<file path="config.mk">
export PLATFORM = sky130hd
export DESIGN_NAME = drive_status_outputs
export DESIGN_NICKNAME = d
export VERILOG_FILES = /design/src/design/drive_status_pkg.sv /design/src/design/drive_status_outputs.sv
export SDC_FILE = /design/constraint.sdc
export NUM_CORES = 1
export LEC_CHECK = 0
export BUFFER_PORTS_ARGS = -buffer_cell sky130_fd_sc_hd__buf_4
export CAP_MARGIN = 5
export CORE_MARGIN = 4
export CORE_UTILIZATION = 41
export CTS_BUF_LIST = sky130_fd_sc_hd__clkbuf_16
export DETAILED_ROUTE_END_ITERATION = 12
export REMOVE_ABC_BUFFERS = 1
export SYNTH_ARGS = -nofsm -noshare
export SYNTH_HDL_FRONTEND = slang
export SYNTH_SLANG_ARGS = --single-unit
</file>
<file path="constraint.sdc">
create_clock -name ref_clk -period 4.18 [get_ports ref_clk]
set_clock_uncertainty 0.15 [all_clocks]
set_input_delay 0 -clock ref_clk [delete_from_list [all_inputs] [get_ports ref_clk]]
set_output_delay 0 -clock ref_clk [all_outputs]
set_load 0.05 [all_outputs]
</file>
<file path="src/design/drive_status_pkg.sv">
package drive_status_pkg;

  // Control methods that pick the compared frequency
  typedef enum logic [1:0] {
    MODE_VF,
    MODE_FLUX,
    MODE_SENSORLESS,
    MODE_VECTOR
  } ctrl_mode_e;

  // Frequencies, speeds and thresholds are in 0.1 Hz steps
  localparam int FREQ_W = 16;
  typedef logic [FREQ_W-1:0] freq_t;

  localparam freq_t REV_SAME_AS_FIRST = 16'h270f; // Setting 9999
  localparam freq_t FIRST_THR_DEF     = 16'h003c; // 6 Hz
  localparam freq_t SECOND_THR_DEF    = 16'h012c; // 30 Hz
  localparam freq_t THIRD_THR_DEF     = 16'h0258; // 60 Hz
  localparam freq_t LOW_THR_DEF       = 16'h000f; // 1.5 Hz
  localparam logic [6:0] TOL_DEF      = 7'h0a;    // 10 percent
  localparam logic [6:0] TOL_MAX      = 7'h64;    // 100 percent
  localparam logic [23:0] PERCENT_FULL = 24'h000064;

  // Eleven fault causes that open the input contactor
  localparam int NUM_CAUSES = 11;

  // Output terminals and their selector codes
  localparam int NUM_TERMS = 7;
  localparam int TERM_IDX_W = 3;
  typedef logic [7:0] sel_t;
  localparam sel_t NEG_OFFSET     = 8'h64; // Negative logic adds 100
  localparam sel_t SEL_FREQ_ONE   = 8'h04;
  localparam sel_t SEL_FREQ_TWO   = 8'h05;
  localparam sel_t SEL_FREQ_THREE = 8'h06;
  localparam sel_t SEL_SPD_ONE    = 8'h29; // 41
  localparam sel_t SEL_SPD_TWO    = 8'h2a; // 42
  localparam sel_t SEL_SPD_THREE  = 8'h2b; // 43
  localparam sel_t SEL_LOW_SPEED  = 8'h22; // 34
  localparam sel_t SEL_SHUTOFF    = 8'h5b; // 91
  localparam sel_t SEL_HELD_TRIP  = 8'h5e; // 94
  localparam sel_t SEL_TRIP       = 8'h5a; // Arbitrary code for the trip output
  localparam sel_t SEL_AT_SPEED   = 8'h5c; // Arbitrary code for the at-speed flag
  localparam sel_t SEL_NONE       = 8'hff; // Arbitrary code for an idle terminal

  // Dedicated terminals after reset
  localparam int TERM_AT_SPEED  = 1;
  localparam int TERM_FREQ_ONE  = 4;
  localparam int TERM_CHANGEOVER = 5;

  // Control update period
  localparam int CLK_PERIOD_NS = 20;
  localparam int UPDATE_NS     = 1000;
  localparam int UPDATE_CYCLES = (UPDATE_NS + CLK_PERIOD_NS - 1) / CLK_PERIOD_NS;
  localparam int TICK_W        = 6;

  // Stall trip hold time
  localparam int STALL_MS          = 3000;
  localparam int STALL_CYCLES_DEF  = STALL_MS * (1000000 / CLK_PERIOD_NS);
  localparam int STALL_W           = 28;

  // Threshold settings that travel together
  typedef struct packed {
    logic [6:0] tolerance;
    freq_t      firstThr;
    freq_t      reverseFirstThr;
    freq_t      secondThr;
    freq_t      thirdThr;
    freq_t      lowThr;
  } thresholds_s;

  // Status flags that can be routed to terminals
  typedef struct packed {
    logic atSpeed;
    logic freqOne;
    logic freqTwo;
    logic freqThree;
    logic speedOne;
    logic speedTwo;
    logic speedThree;
    logic lowSpeed;
    logic trip;
    logic heldTrip;
    logic shutoff;
  } status_s;

endpackage

</file>
<file path="src/design/drive_status_outputs.sv">
`timescale 1ns/10ps
module drive_status_outputs #(
  parameter int STALL_CYCLES = drive_status_pkg::STALL_CYCLES_DEF
) (
  // Clock and reset
  input  wire logic                                    ref_clk,
  input  wire logic                                    rst,
  // Drive state from the control core
  input  wire drive_status_pkg::ctrl_mode_e            ctrlMode,
  input  wire drive_status_pkg::freq_t                 commandFreq,
  input  wire drive_status_pkg::freq_t                 outputFreq,
  input  wire drive_status_pkg::freq_t                 preSlipFreq,
  input  wire drive_status_pkg::freq_t                 estimatedSpeed,
  input  wire drive_status_pkg::freq_t                 feedbackSpeed,
  input  wire logic                                    reverseRun,
  input  wire logic                                    dcBraking,
  input  wire logic                                    preExciting,
  input  wire logic                                    startTuning,
  input  wire logic [15:0]                             outputTorque,
  input  wire logic                                    torqueLimiting,
  // Settings
  input  wire drive_status_pkg::thresholds_s           thresholds,
  input  wire logic [15:0]                             overloadTorqueLevel,
  input  wire logic                                    routeLoad,
  input  wire logic [drive_status_pkg::TERM_IDX_W-1:0] routeIndex,
  input  wire drive_status_pkg::sel_t                  routeCode,
  // Protection events
  input  wire logic                                    tripRequest,
  input  wire logic [drive_status_pkg::NUM_CAUSES-1:0] tripCause,
  input  wire logic                                    faultReset,
  // Status and terminals
  output drive_status_pkg::status_s                    status,
  output logic                                         stallTripFault,
  output logic [drive_status_pkg::NUM_TERMS-1:0]       terminalOut
);

  // Route a flag set through one selector code; unknown codes leave the terminal off
  // Code 255 is the idle selector, so it is kept out of the negative-logic range
  function automatic logic routeBit(input drive_status_pkg::sel_t code, input drive_status_pkg::status_s s);
    drive_status_pkg::sel_t base;
    logic                   neg;
    logic                   known;
    logic                   val;
    neg   = (code >= drive_status_pkg::NEG_OFFSET) && (code != drive_status_pkg::SEL_NONE);
    base  = neg ? code - drive_status_pkg::NEG_OFFSET : code;
    known = 1'b1;
    case (base)
      drive_status_pkg::SEL_FREQ_ONE:   val = s.freqOne;
      drive_status_pkg::SEL_FREQ_TWO:   val = s.freqTwo;
      drive_status_pkg::SEL_FREQ_THREE: val = s.freqThree;
      drive_status_pkg::SEL_SPD_ONE:    val = s.speedOne;
      drive_status_pkg::SEL_SPD_TWO:    val = s.speedTwo;
      drive_status_pkg::SEL_SPD_THREE:  val = s.speedThree;
      drive_status_pkg::SEL_LOW_SPEED:  val = s.lowSpeed;
      drive_status_pkg::SEL_SHUTOFF:    val = s.shutoff;
      drive_status_pkg::SEL_HELD_TRIP:  val = s.heldTrip;
      drive_status_pkg::SEL_TRIP:       val = s.trip;
      drive_status_pkg::SEL_AT_SPEED:   val = s.atSpeed;
      default: begin
        val   = 1'b0;
        known = 1'b0;
      end
    endcase
    return known ? (val ^ neg) : 1'b0;
  endfunction

  // At or above threshold
  // Shared by all six detect comparisons so their boundary stays the same
  function automatic logic atOrAbove(input drive_status_pkg::freq_t f, input drive_status_pkg::freq_t thr);
    return f >= thr;
  endfunction

  // Update tick state
  logic [drive_status_pkg::TICK_W-1:0] tick_reg;
  logic [drive_status_pkg::TICK_W-1:0] tick_next;
  logic                                updateTick;

  // Route selector state
  drive_status_pkg::sel_t route_reg  [drive_status_pkg::NUM_TERMS];
  drive_status_pkg::sel_t route_next [drive_status_pkg::NUM_TERMS];

  // Fault state
  logic tripOut_reg;
  logic tripOut_next;
  logic heldTrip_reg;
  logic heldTrip_next;
  logic shutoff_reg;
  logic shutoff_next;
  logic resetSeen_reg;
  logic resetSeen_next;

  // Stall detector state
  logic [drive_status_pkg::STALL_W-1:0] stall_reg;
  logic [drive_status_pkg::STALL_W-1:0] stall_next;
  logic                                 stallTrip_reg;
  logic                                 stallTrip_next;

  // Comparison and terminal state
  drive_status_pkg::status_s             flags_reg;
  drive_status_pkg::status_s             flags_next;
  logic [drive_status_pkg::NUM_TERMS-1:0] term_reg;
  logic [drive_status_pkg::NUM_TERMS-1:0] term_next;

  // Shared comparison intermediates
  drive_status_pkg::freq_t compFreq;
  drive_status_pkg::freq_t motorSpeed;
  drive_status_pkg::freq_t firstActive;
  drive_status_pkg::freq_t freqDiff;
  logic [23:0]             bandScaled;
  logic [23:0]             diffScaled;
  logic                    inhibit;
  logic                    stallCond;
  logic                    tripAny;

  // Update period divider
  // Limitation: a setting change can take up to one period to show on a flag
  always_comb begin
    updateTick = (tick_reg == drive_status_pkg::TICK_W'(drive_status_pkg::UPDATE_CYCLES - 1));
    tick_next  = updateTick ? '0 : tick_reg + 1'b1;
  end

  // Tick counter starts at zero, so the first update comes one period after reset
  always_ff @(posedge ref_clk or posedge rst) begin
    if (rst) begin
      tick_reg <= '0;
    end else begin
      tick_reg <= tick_next;
    end
  end

  // Selector load; a write takes effect at the next update
  // Index 7 names no terminal and is ignored rather than wrapping onto another
  always_comb begin
    for (int i = 0; i < drive_status_pkg::NUM_TERMS; i++) begin
      route_next[i] = route_reg[i];
    end
    if (routeLoad && (routeIndex < drive_status_pkg::TERM_IDX_W'(drive_status_pkg::NUM_TERMS))) begin
      route_next[routeIndex] = routeCode;
    end
  end

  // Selector registers; reset restores the dedicated terminal assignments
  always_ff @(posedge ref_clk or posedge rst) begin
    if (rst) begin
      for (int i = 0; i < drive_status_pkg::NUM_TERMS; i++) begin
        route_reg[i] <= drive_status_pkg::SEL_NONE;
      end
      route_reg[drive_status_pkg::TERM_CHANGEOVER] <= drive_status_pkg::SEL_TRIP;
      route_reg[drive_status_pkg::TERM_FREQ_ONE]   <= drive_status_pkg::SEL_FREQ_ONE;
      route_reg[drive_status_pkg::TERM_AT_SPEED]   <= drive_status_pkg::SEL_AT_SPEED;
    end else begin
      for (int i = 0; i < drive_status_pkg::NUM_TERMS; i++) begin
        route_reg[i] <= route_next[i];
      end
    end
  end

  // Fault latches; a new trip beats a reset in the same cycle
  // The trip output itself clears as soon as the reset period starts
  // Shutoff only follows a trip that carries one of the listed causes
  always_comb begin
    tripAny        = tripRequest | stallTrip_reg;
    resetSeen_next = faultReset;
    tripOut_next   = tripOut_reg;
    heldTrip_next  = heldTrip_reg;
    shutoff_next   = shutoff_reg;
    if (faultReset) begin
      tripOut_next = 1'b0;
    end
    // Held trip and shutoff drop only when the reset period ends
    if (resetSeen_reg && !faultReset) begin
      heldTrip_next = 1'b0;
      shutoff_next  = 1'b0;
    end
    if (tripAny) begin
      tripOut_next  = 1'b1;
      heldTrip_next = 1'b1;
    end
    if (tripRequest && (|tripCause)) begin
      shutoff_next = 1'b1;
    end
  end

  // Fault latch registers
  always_ff @(posedge ref_clk or posedge rst) begin
    if (rst) begin
      tripOut_reg   <= 1'b0;
      heldTrip_reg  <= 1'b0;
      shutoff_reg   <= 1'b0;
      resetSeen_reg <= 1'b0;
    end else begin
      tripOut_reg   <= tripOut_next;
      heldTrip_reg  <= heldTrip_next;
      shutoff_reg   <= shutoff_next;
      resetSeen_reg <= resetSeen_next;
    end
  end

  // Compared frequency, motor speed and active first threshold
  // Open-loop modes measure no speed, so speed detects fall back to output frequency
  always_comb begin
    case (ctrlMode)
      drive_status_pkg::MODE_VF: begin
        compFreq   = outputFreq;
        motorSpeed = outputFreq;
      end
      drive_status_pkg::MODE_FLUX: begin
        compFreq   = preSlipFreq;
        motorSpeed = outputFreq;
      end
      drive_status_pkg::MODE_SENSORLESS: begin
        compFreq   = estimatedSpeed;
        motorSpeed = estimatedSpeed;
      end
      drive_status_pkg::MODE_VECTOR: begin
        compFreq   = feedbackSpeed;
        motorSpeed = feedbackSpeed;
      end
      default: begin
        compFreq   = outputFreq;
        motorSpeed = outputFreq;
      end
    endcase
    if (reverseRun && (thresholds.reverseFirstThr != drive_status_pkg::REV_SAME_AS_FIRST)) begin
      firstActive = thresholds.reverseFirstThr;
    end else begin
      firstActive = thresholds.firstThr;
    end
    freqDiff   = (compFreq >= commandFreq) ? compFreq - commandFreq : commandFreq - compFreq;
    // Tolerance above 100 percent is clamped rather than widening the band further
    bandScaled = 24'(commandFreq) *
                 24'((thresholds.tolerance > drive_status_pkg::TOL_MAX) ? drive_status_pkg::TOL_MAX
                                                                        : thresholds.tolerance);
    diffScaled = 24'(freqDiff) * drive_status_pkg::PERCENT_FULL;
    inhibit    = dcBraking | preExciting | startTuning;
  end

  // Flag evaluation, speed flags sampled once per update period
  // Inhibit acts at the tick only; a flag may stand up to one period into braking
  always_comb begin
    flags_next = flags_reg;
    if (updateTick) begin
      flags_next.atSpeed    = (diffScaled <= bandScaled) && !inhibit;
      flags_next.freqOne    = atOrAbove(outputFreq, firstActive) && !inhibit;
      flags_next.freqTwo    = atOrAbove(outputFreq, thresholds.secondThr) && !inhibit;
      flags_next.freqThree  = atOrAbove(outputFreq, thresholds.thirdThr) && !inhibit;
      flags_next.speedOne   = atOrAbove(motorSpeed, firstActive) && !inhibit;
      flags_next.speedTwo   = atOrAbove(motorSpeed, thresholds.secondThr) && !inhibit;
      flags_next.speedThree = atOrAbove(motorSpeed, thresholds.thirdThr) && !inhibit;
      flags_next.lowSpeed   = (compFreq < thresholds.lowThr) && !inhibit;
    end
    // Fault flags follow their latches directly so a trip on status is never delayed by the tick
    flags_next.trip     = tripOut_reg;
    flags_next.heldTrip = heldTrip_reg;
    flags_next.shutoff  = shutoff_reg;
  end

  // Flag registers; cleared in reset so no terminal shows a stale flag
  always_ff @(posedge ref_clk or posedge rst) begin
    if (rst) begin
      flags_reg <= '0;
    end else begin
      flags_reg <= flags_next;
    end
  end

  // Stall detector counts every clock while the overload persists
  // Counting in clocks trades a wide counter for an exact hold time
  always_comb begin
    stallCond = ((ctrlMode == drive_status_pkg::MODE_SENSORLESS) || (ctrlMode == drive_status_pkg::MODE_VECTOR)) &&
                torqueLimiting && (compFreq <= thresholds.lowThr) &&
                (outputTorque > overloadTorqueLevel);
    stallTrip_next = 1'b0;
    if (!stallCond || tripOut_reg) begin
      stall_next = '0;
    end else if (stall_reg >= drive_status_pkg::STALL_W'(STALL_CYCLES)) begin
      stall_next     = '0;
      stallTrip_next = 1'b1;
    end else begin
      stall_next = stall_reg + 1'b1;
    end
  end

  // Stall counter and trip pulse registers
  always_ff @(posedge ref_clk or posedge rst) begin
    if (rst) begin
      stall_reg     <= '0;
      stallTrip_reg <= 1'b0;
    end else begin
      stall_reg     <= stall_next;
      stallTrip_reg <= stallTrip_next;
    end
  end

  // Terminal routing; all terminals change together on the tick
  // Terminals read the registered flags, so they lag the flags by one update period
  always_comb begin
    term_next = term_reg;
    if (updateTick) begin
      for (int i = 0; i < drive_status_pkg::NUM_TERMS; i++) begin
        term_next[i] = routeBit(route_reg[i], flags_reg);
      end
    end
  end

  // Terminal registers; all seven change on the same edge
  always_ff @(posedge ref_clk or posedge rst) begin
    if (rst) begin
      term_reg <= '0;
    end else begin
      term_reg <= term_next;
    end
  end

  // Outputs straight from flip-flops
  assign status         = flags_reg;
  assign stallTripFault = stallTrip_reg;
  assign terminalOut    = term_reg;

endmodule // drive_status_outputs

</file>
==> metrics list <==
* Estimated wirelength of the detail-placed design: just under 50000 µm
- Static timing analysis puts the maximum clock frequency at approximately 0.16 GHz.
- In this run the power spent charging and discharging nets is ~6.7 mW.
- Final-layout setup total negative slack: -2050 ps
* Net count, final: ~3.4k
- During placement, the flow inserted port buffers numbering between 200 and 300.
- Unrepaired setup endpoints after global routing: yes
- Final Setup Violations: 1
- Of all nets on the critical path, the largest fanout is 8.
- Worst IR Drop VDD: between 0.6 and 0.7 mV
- Measured against its own limit, the worst slew margin works out to between 40% and 50%.
- Number of global-route vias before repair: approximately 19k
- Post-synthesis async set-or-reset flop share: between 90% and 100%
- Floorplan Core Area: between 0.04 and 0.05 mm²
- The checks that failed: setup timing.
- Yosys printed 0 warnings.
* Count of endpoints failing hold in the final timing report: 0
- Synthesized netlist cell count: 2311
* Arrival time worst endpoint: roughly 6400 ps
* CTS tree: done
* Clock transition at the register clock pins on the worst setup and hold paths after CTS: 70 ps
- Required time at the endpoint of the critical path: between 4000 and 5000 ps
* Design Power: around 15 mW
- After detailed routing, the number of vias per cell comes to 5.40.
- Wire length of the first global-routing pass: 96200 µm
* CP endpoint kind: flip-flop
- The largest individual stage delay along the critical path comes from the cell sky130_fd_sc_hd__mux4_2.
* Run status: complete, but fails checks
* Top-area cell type share of the netlist area: approximately a fifth
- Seq pwr share: a little over a tenth
* Number of nets still failing antenna checks after routing: 0
* Portion of the clock cycle consumed by the worst path in the final layout: 149%
* Flip-flop cell with the highest count after synthesis: sky130_fd_sc_hd__dfrtp_1
* Post-Syn Area per Cell: just over 8 µm²
- For this run the aggregate overflow at the end of global routing stands at 0.
* Post-route cell area: approximately 0.025 mm²
* Yosys cell types: 85
- Final weighted congestion in routability-driven placement: a little under 1
- Period minus WS final: between 6000 and 7000 ps
- Layout cells sized above 1: ~27%
- Sequential element share of the synthesized area: roughly 15%
- # H-tree levels: 4
- Type of origin of the critical path: input port
- The routed layout has 18.4k vias.
- sky130_fd_sc_hd__ha_1 takes more of the synthesized area than any other cell.
- Top Family by Delay on Critical Path: compound AO/OA/AOI/OAI gates
* Number of clock sinks seen by CTS: roughly 110
* Number of iterations in the first detailed-routing pass: 7
* Share of power burned in the clock network: 9.6%
* Die boundary width: about 220 µm
- Number of placement rows: roughly 80
- Count of flip-flops with a built-in enable after synthesis: 0
- Critical setup path kind: input port to flip-flop
- Together, buffers and inverters on the worst path number 6.
* Clk buf depth: 2
- Summing all placed instances gives a cell area of around 0.023 mm².
- Counting the fill cells in the layout gives about 4.2k.
* Post-layout worst setup margin: -2050 ps
- Die area: between 0.04 and 0.05 mm²
- Measured along the y axis, the die boundary spans roughly 220 µm.
- Cell area after synthesis: between 0.015 and 0.02 mm²
- Max-cap violations in this run came to 0.
* Number of flip-flops in the largest register: 56
- The clock reaches the later pin of the worst-skew pair after about 420 ps.
- The number of antenna violations at the first check in global routing came to 0.
- For this run, design rule violations remaining after detail routing come to 0.
- Leak: around 12 nW
- The area growth from synthesis to layout is 30.2%.
- In this design, the stage delay of the slowest critical-path cell is 550 ps.
* CTS Root Cell: sky130_fd_sc_hd__clkbuf_16
- The multi-input combinational cells in the finished layout cover a total of between 0.015 and 0.02 mm².
- Across every metal layer, demand over resource in global routing totals 23.3%.
* Path category of the worst min-delay check: input port to flip-flop
- Transition time at the pin with the least slew margin: roughly 800 ps
* Internal power contribution: just over 8 mW
- Starting DRT DRC Count: 1200
- Entering global routing, the biggest net connects 46 pins.
- Once the floorplan was initialized, standard cells occupied between 40% and 50% of the core.
- Of the total power, combinational logic draws 79.5%.
- Most common cell after layout, fill and taps aside: sky130_fd_sc_hd__buf_4
* # diodes: 0
- Flip-flop and latch count after synthesis: 113
* Final max-slew violation count: 0
- In the final layout, flip-flops and latches occupy roughly 0.0029 mm².
- Power spread over the standard cell area amounts to around 600 mW/mm².
- By instance count, the cell type seen most on the critical path is sky130_fd_sc_hd__a21oi_2.
* Drt total wl: a little under 60000 µm
* Cell types with the largest area share after synthesis: sky130_fd_sc_hd__ha_1, sky130_fd_sc_hd__dfrtp_1, sky130_fd_sc_hd__fa_1
- During I/O placement, the number of pins put on the boundary was roughly 250.
* Num CTS Buffers: 17
* Sw frac: 44.6%
- The top cell types in the final layout, fill and taps aside, are sky130_fd_sc_hd__buf_4, sky130_fd_sc_hd__ha_1, sky130_fd_sc_hd__inv_1, sky130_fd_sc_hd__nand2_1, sky130_fd_sc_hd__nor2_1.
- Dividing the detail-routed wire length by the instance count gives between 15 and 20 µm.
-- timing repair --
action                                 4_1_cts  5_1_grt
buffers inserted                            19        8
endpoints found under the hold margin      137        0
setup endpoints to repair                    1        1
hold buffers                                28        0
gates resized for setup                     72       35
pin swaps                                   44       43
-- power groups by stage --
stage / logic [mW] / clock network [mW] / registers, mW
floorplan: 7.20 / 0 / 1.55
global placement: 10.6 / 0 / 1.63
detailed placement: 10.8 / 0 / 1.64
CTS: 11.4 / 1.46 / 1.62
global route: 13.5 / 1.51 / 1.67
finish: 11.9 / 1.43 / 1.64
-- routing by layer --
layer  routed length [µm]  vias to the layer above  track usage [%]  part of all wire, %
li1                     -                     9088                -                    -
met1                25500                     8748             29.5                   43
met2                29800                      460             42.0                   50
met3                 3020                       73             3.13                  5.1
met4                 1320                        0             5.49                  2.2
met5                    0                        -                0                    0
-- worst reg2reg max path, delay by kind of cell, from the launching register on --
kind                       cells  cell delay, ps
AOI/OAI and AO/OA              6            1530
adders and majority gates      1             320
DFF                            1             650
and+or+nand+nor                3             630
buffers and inverters          1             160
-- per-stage QoR --
step	hold WS, ps	setup WS, ps	utilization (%)	std cells
floorplan	-119	-2630	-	2214
global placement	-141	-3010	50.7	3315
finish	45.7	-2050	54.3	3401
global route	41.7	-2390	54.3	3401
CTS	23.3	-1970	53.8	3393
detailed placement	-137	-3060	50.7	3315
-- cell families (layout without fill, tap and decap cells) --
family / count (synthesis) / in the layout / share of synthesized area (%)
multiplexers: 126 / 126 / 8.00
XOR/XNOR: 109 / 109 / 5.06
flip-flops: 113 / 113 / 15.2
buffers and inverters: 361 / 851 / 7.37
AO/OA/AOI/OAI: 545 / 545 / 18.5
AND/OR/NAND/NOR: 678 / 678 / 17.7
adder cells (fa/ha/maj): 379 / 379 / 28.2
-- cells in the mapped netlist (all sizes together) (8+ instances only) --
cell,n
nor2b,39
inv,264
o22ai,9
ha,297
a211oi,19
or2,8
xnor2,66
a31oi,31
nor2,140
o21ai,137
buf,21
mux4,16
o21a,18
a22o,10
fa,82
nor3,31
and2,53
nor4,10
nand4,36
a21oi,139
o211ai,18
o31ai,12
nand3,55
xor2,43
dfrtp,72
a21o,63
nand2b,26
nand2,204
clkbuf,76
and3,29
or3,8
o21bai,14
dfstp,41
mux2,47
mux2i,63
-- area by class of cell --
cell class,instances,area share [%]
clock buffer,17,1.72
timing repair buffer,555,17.5
inverter,264,4.01
multi-input combinational,1837,61.5
tap,600,3.03
sequential,113,11.6
clock inverter,15,0.602
-- final timing paths --
path,startpoint,endpoint,slack (ps),cells after the start
max,ctrlMode[1],status[10],-2050,35
min,thresholds[40],status[8],50,5
max reg2reg,route_reg[2],terminalOut[6],650,11
min reg2reg,heldTrip_reg,status[1],230,0
max in group asynchronous,rst,terminalOut[4],2410,5
min in group asynchronous,rst,terminalOut[0],560,4
No activity file was read; power rests on OpenSTA's default activity.
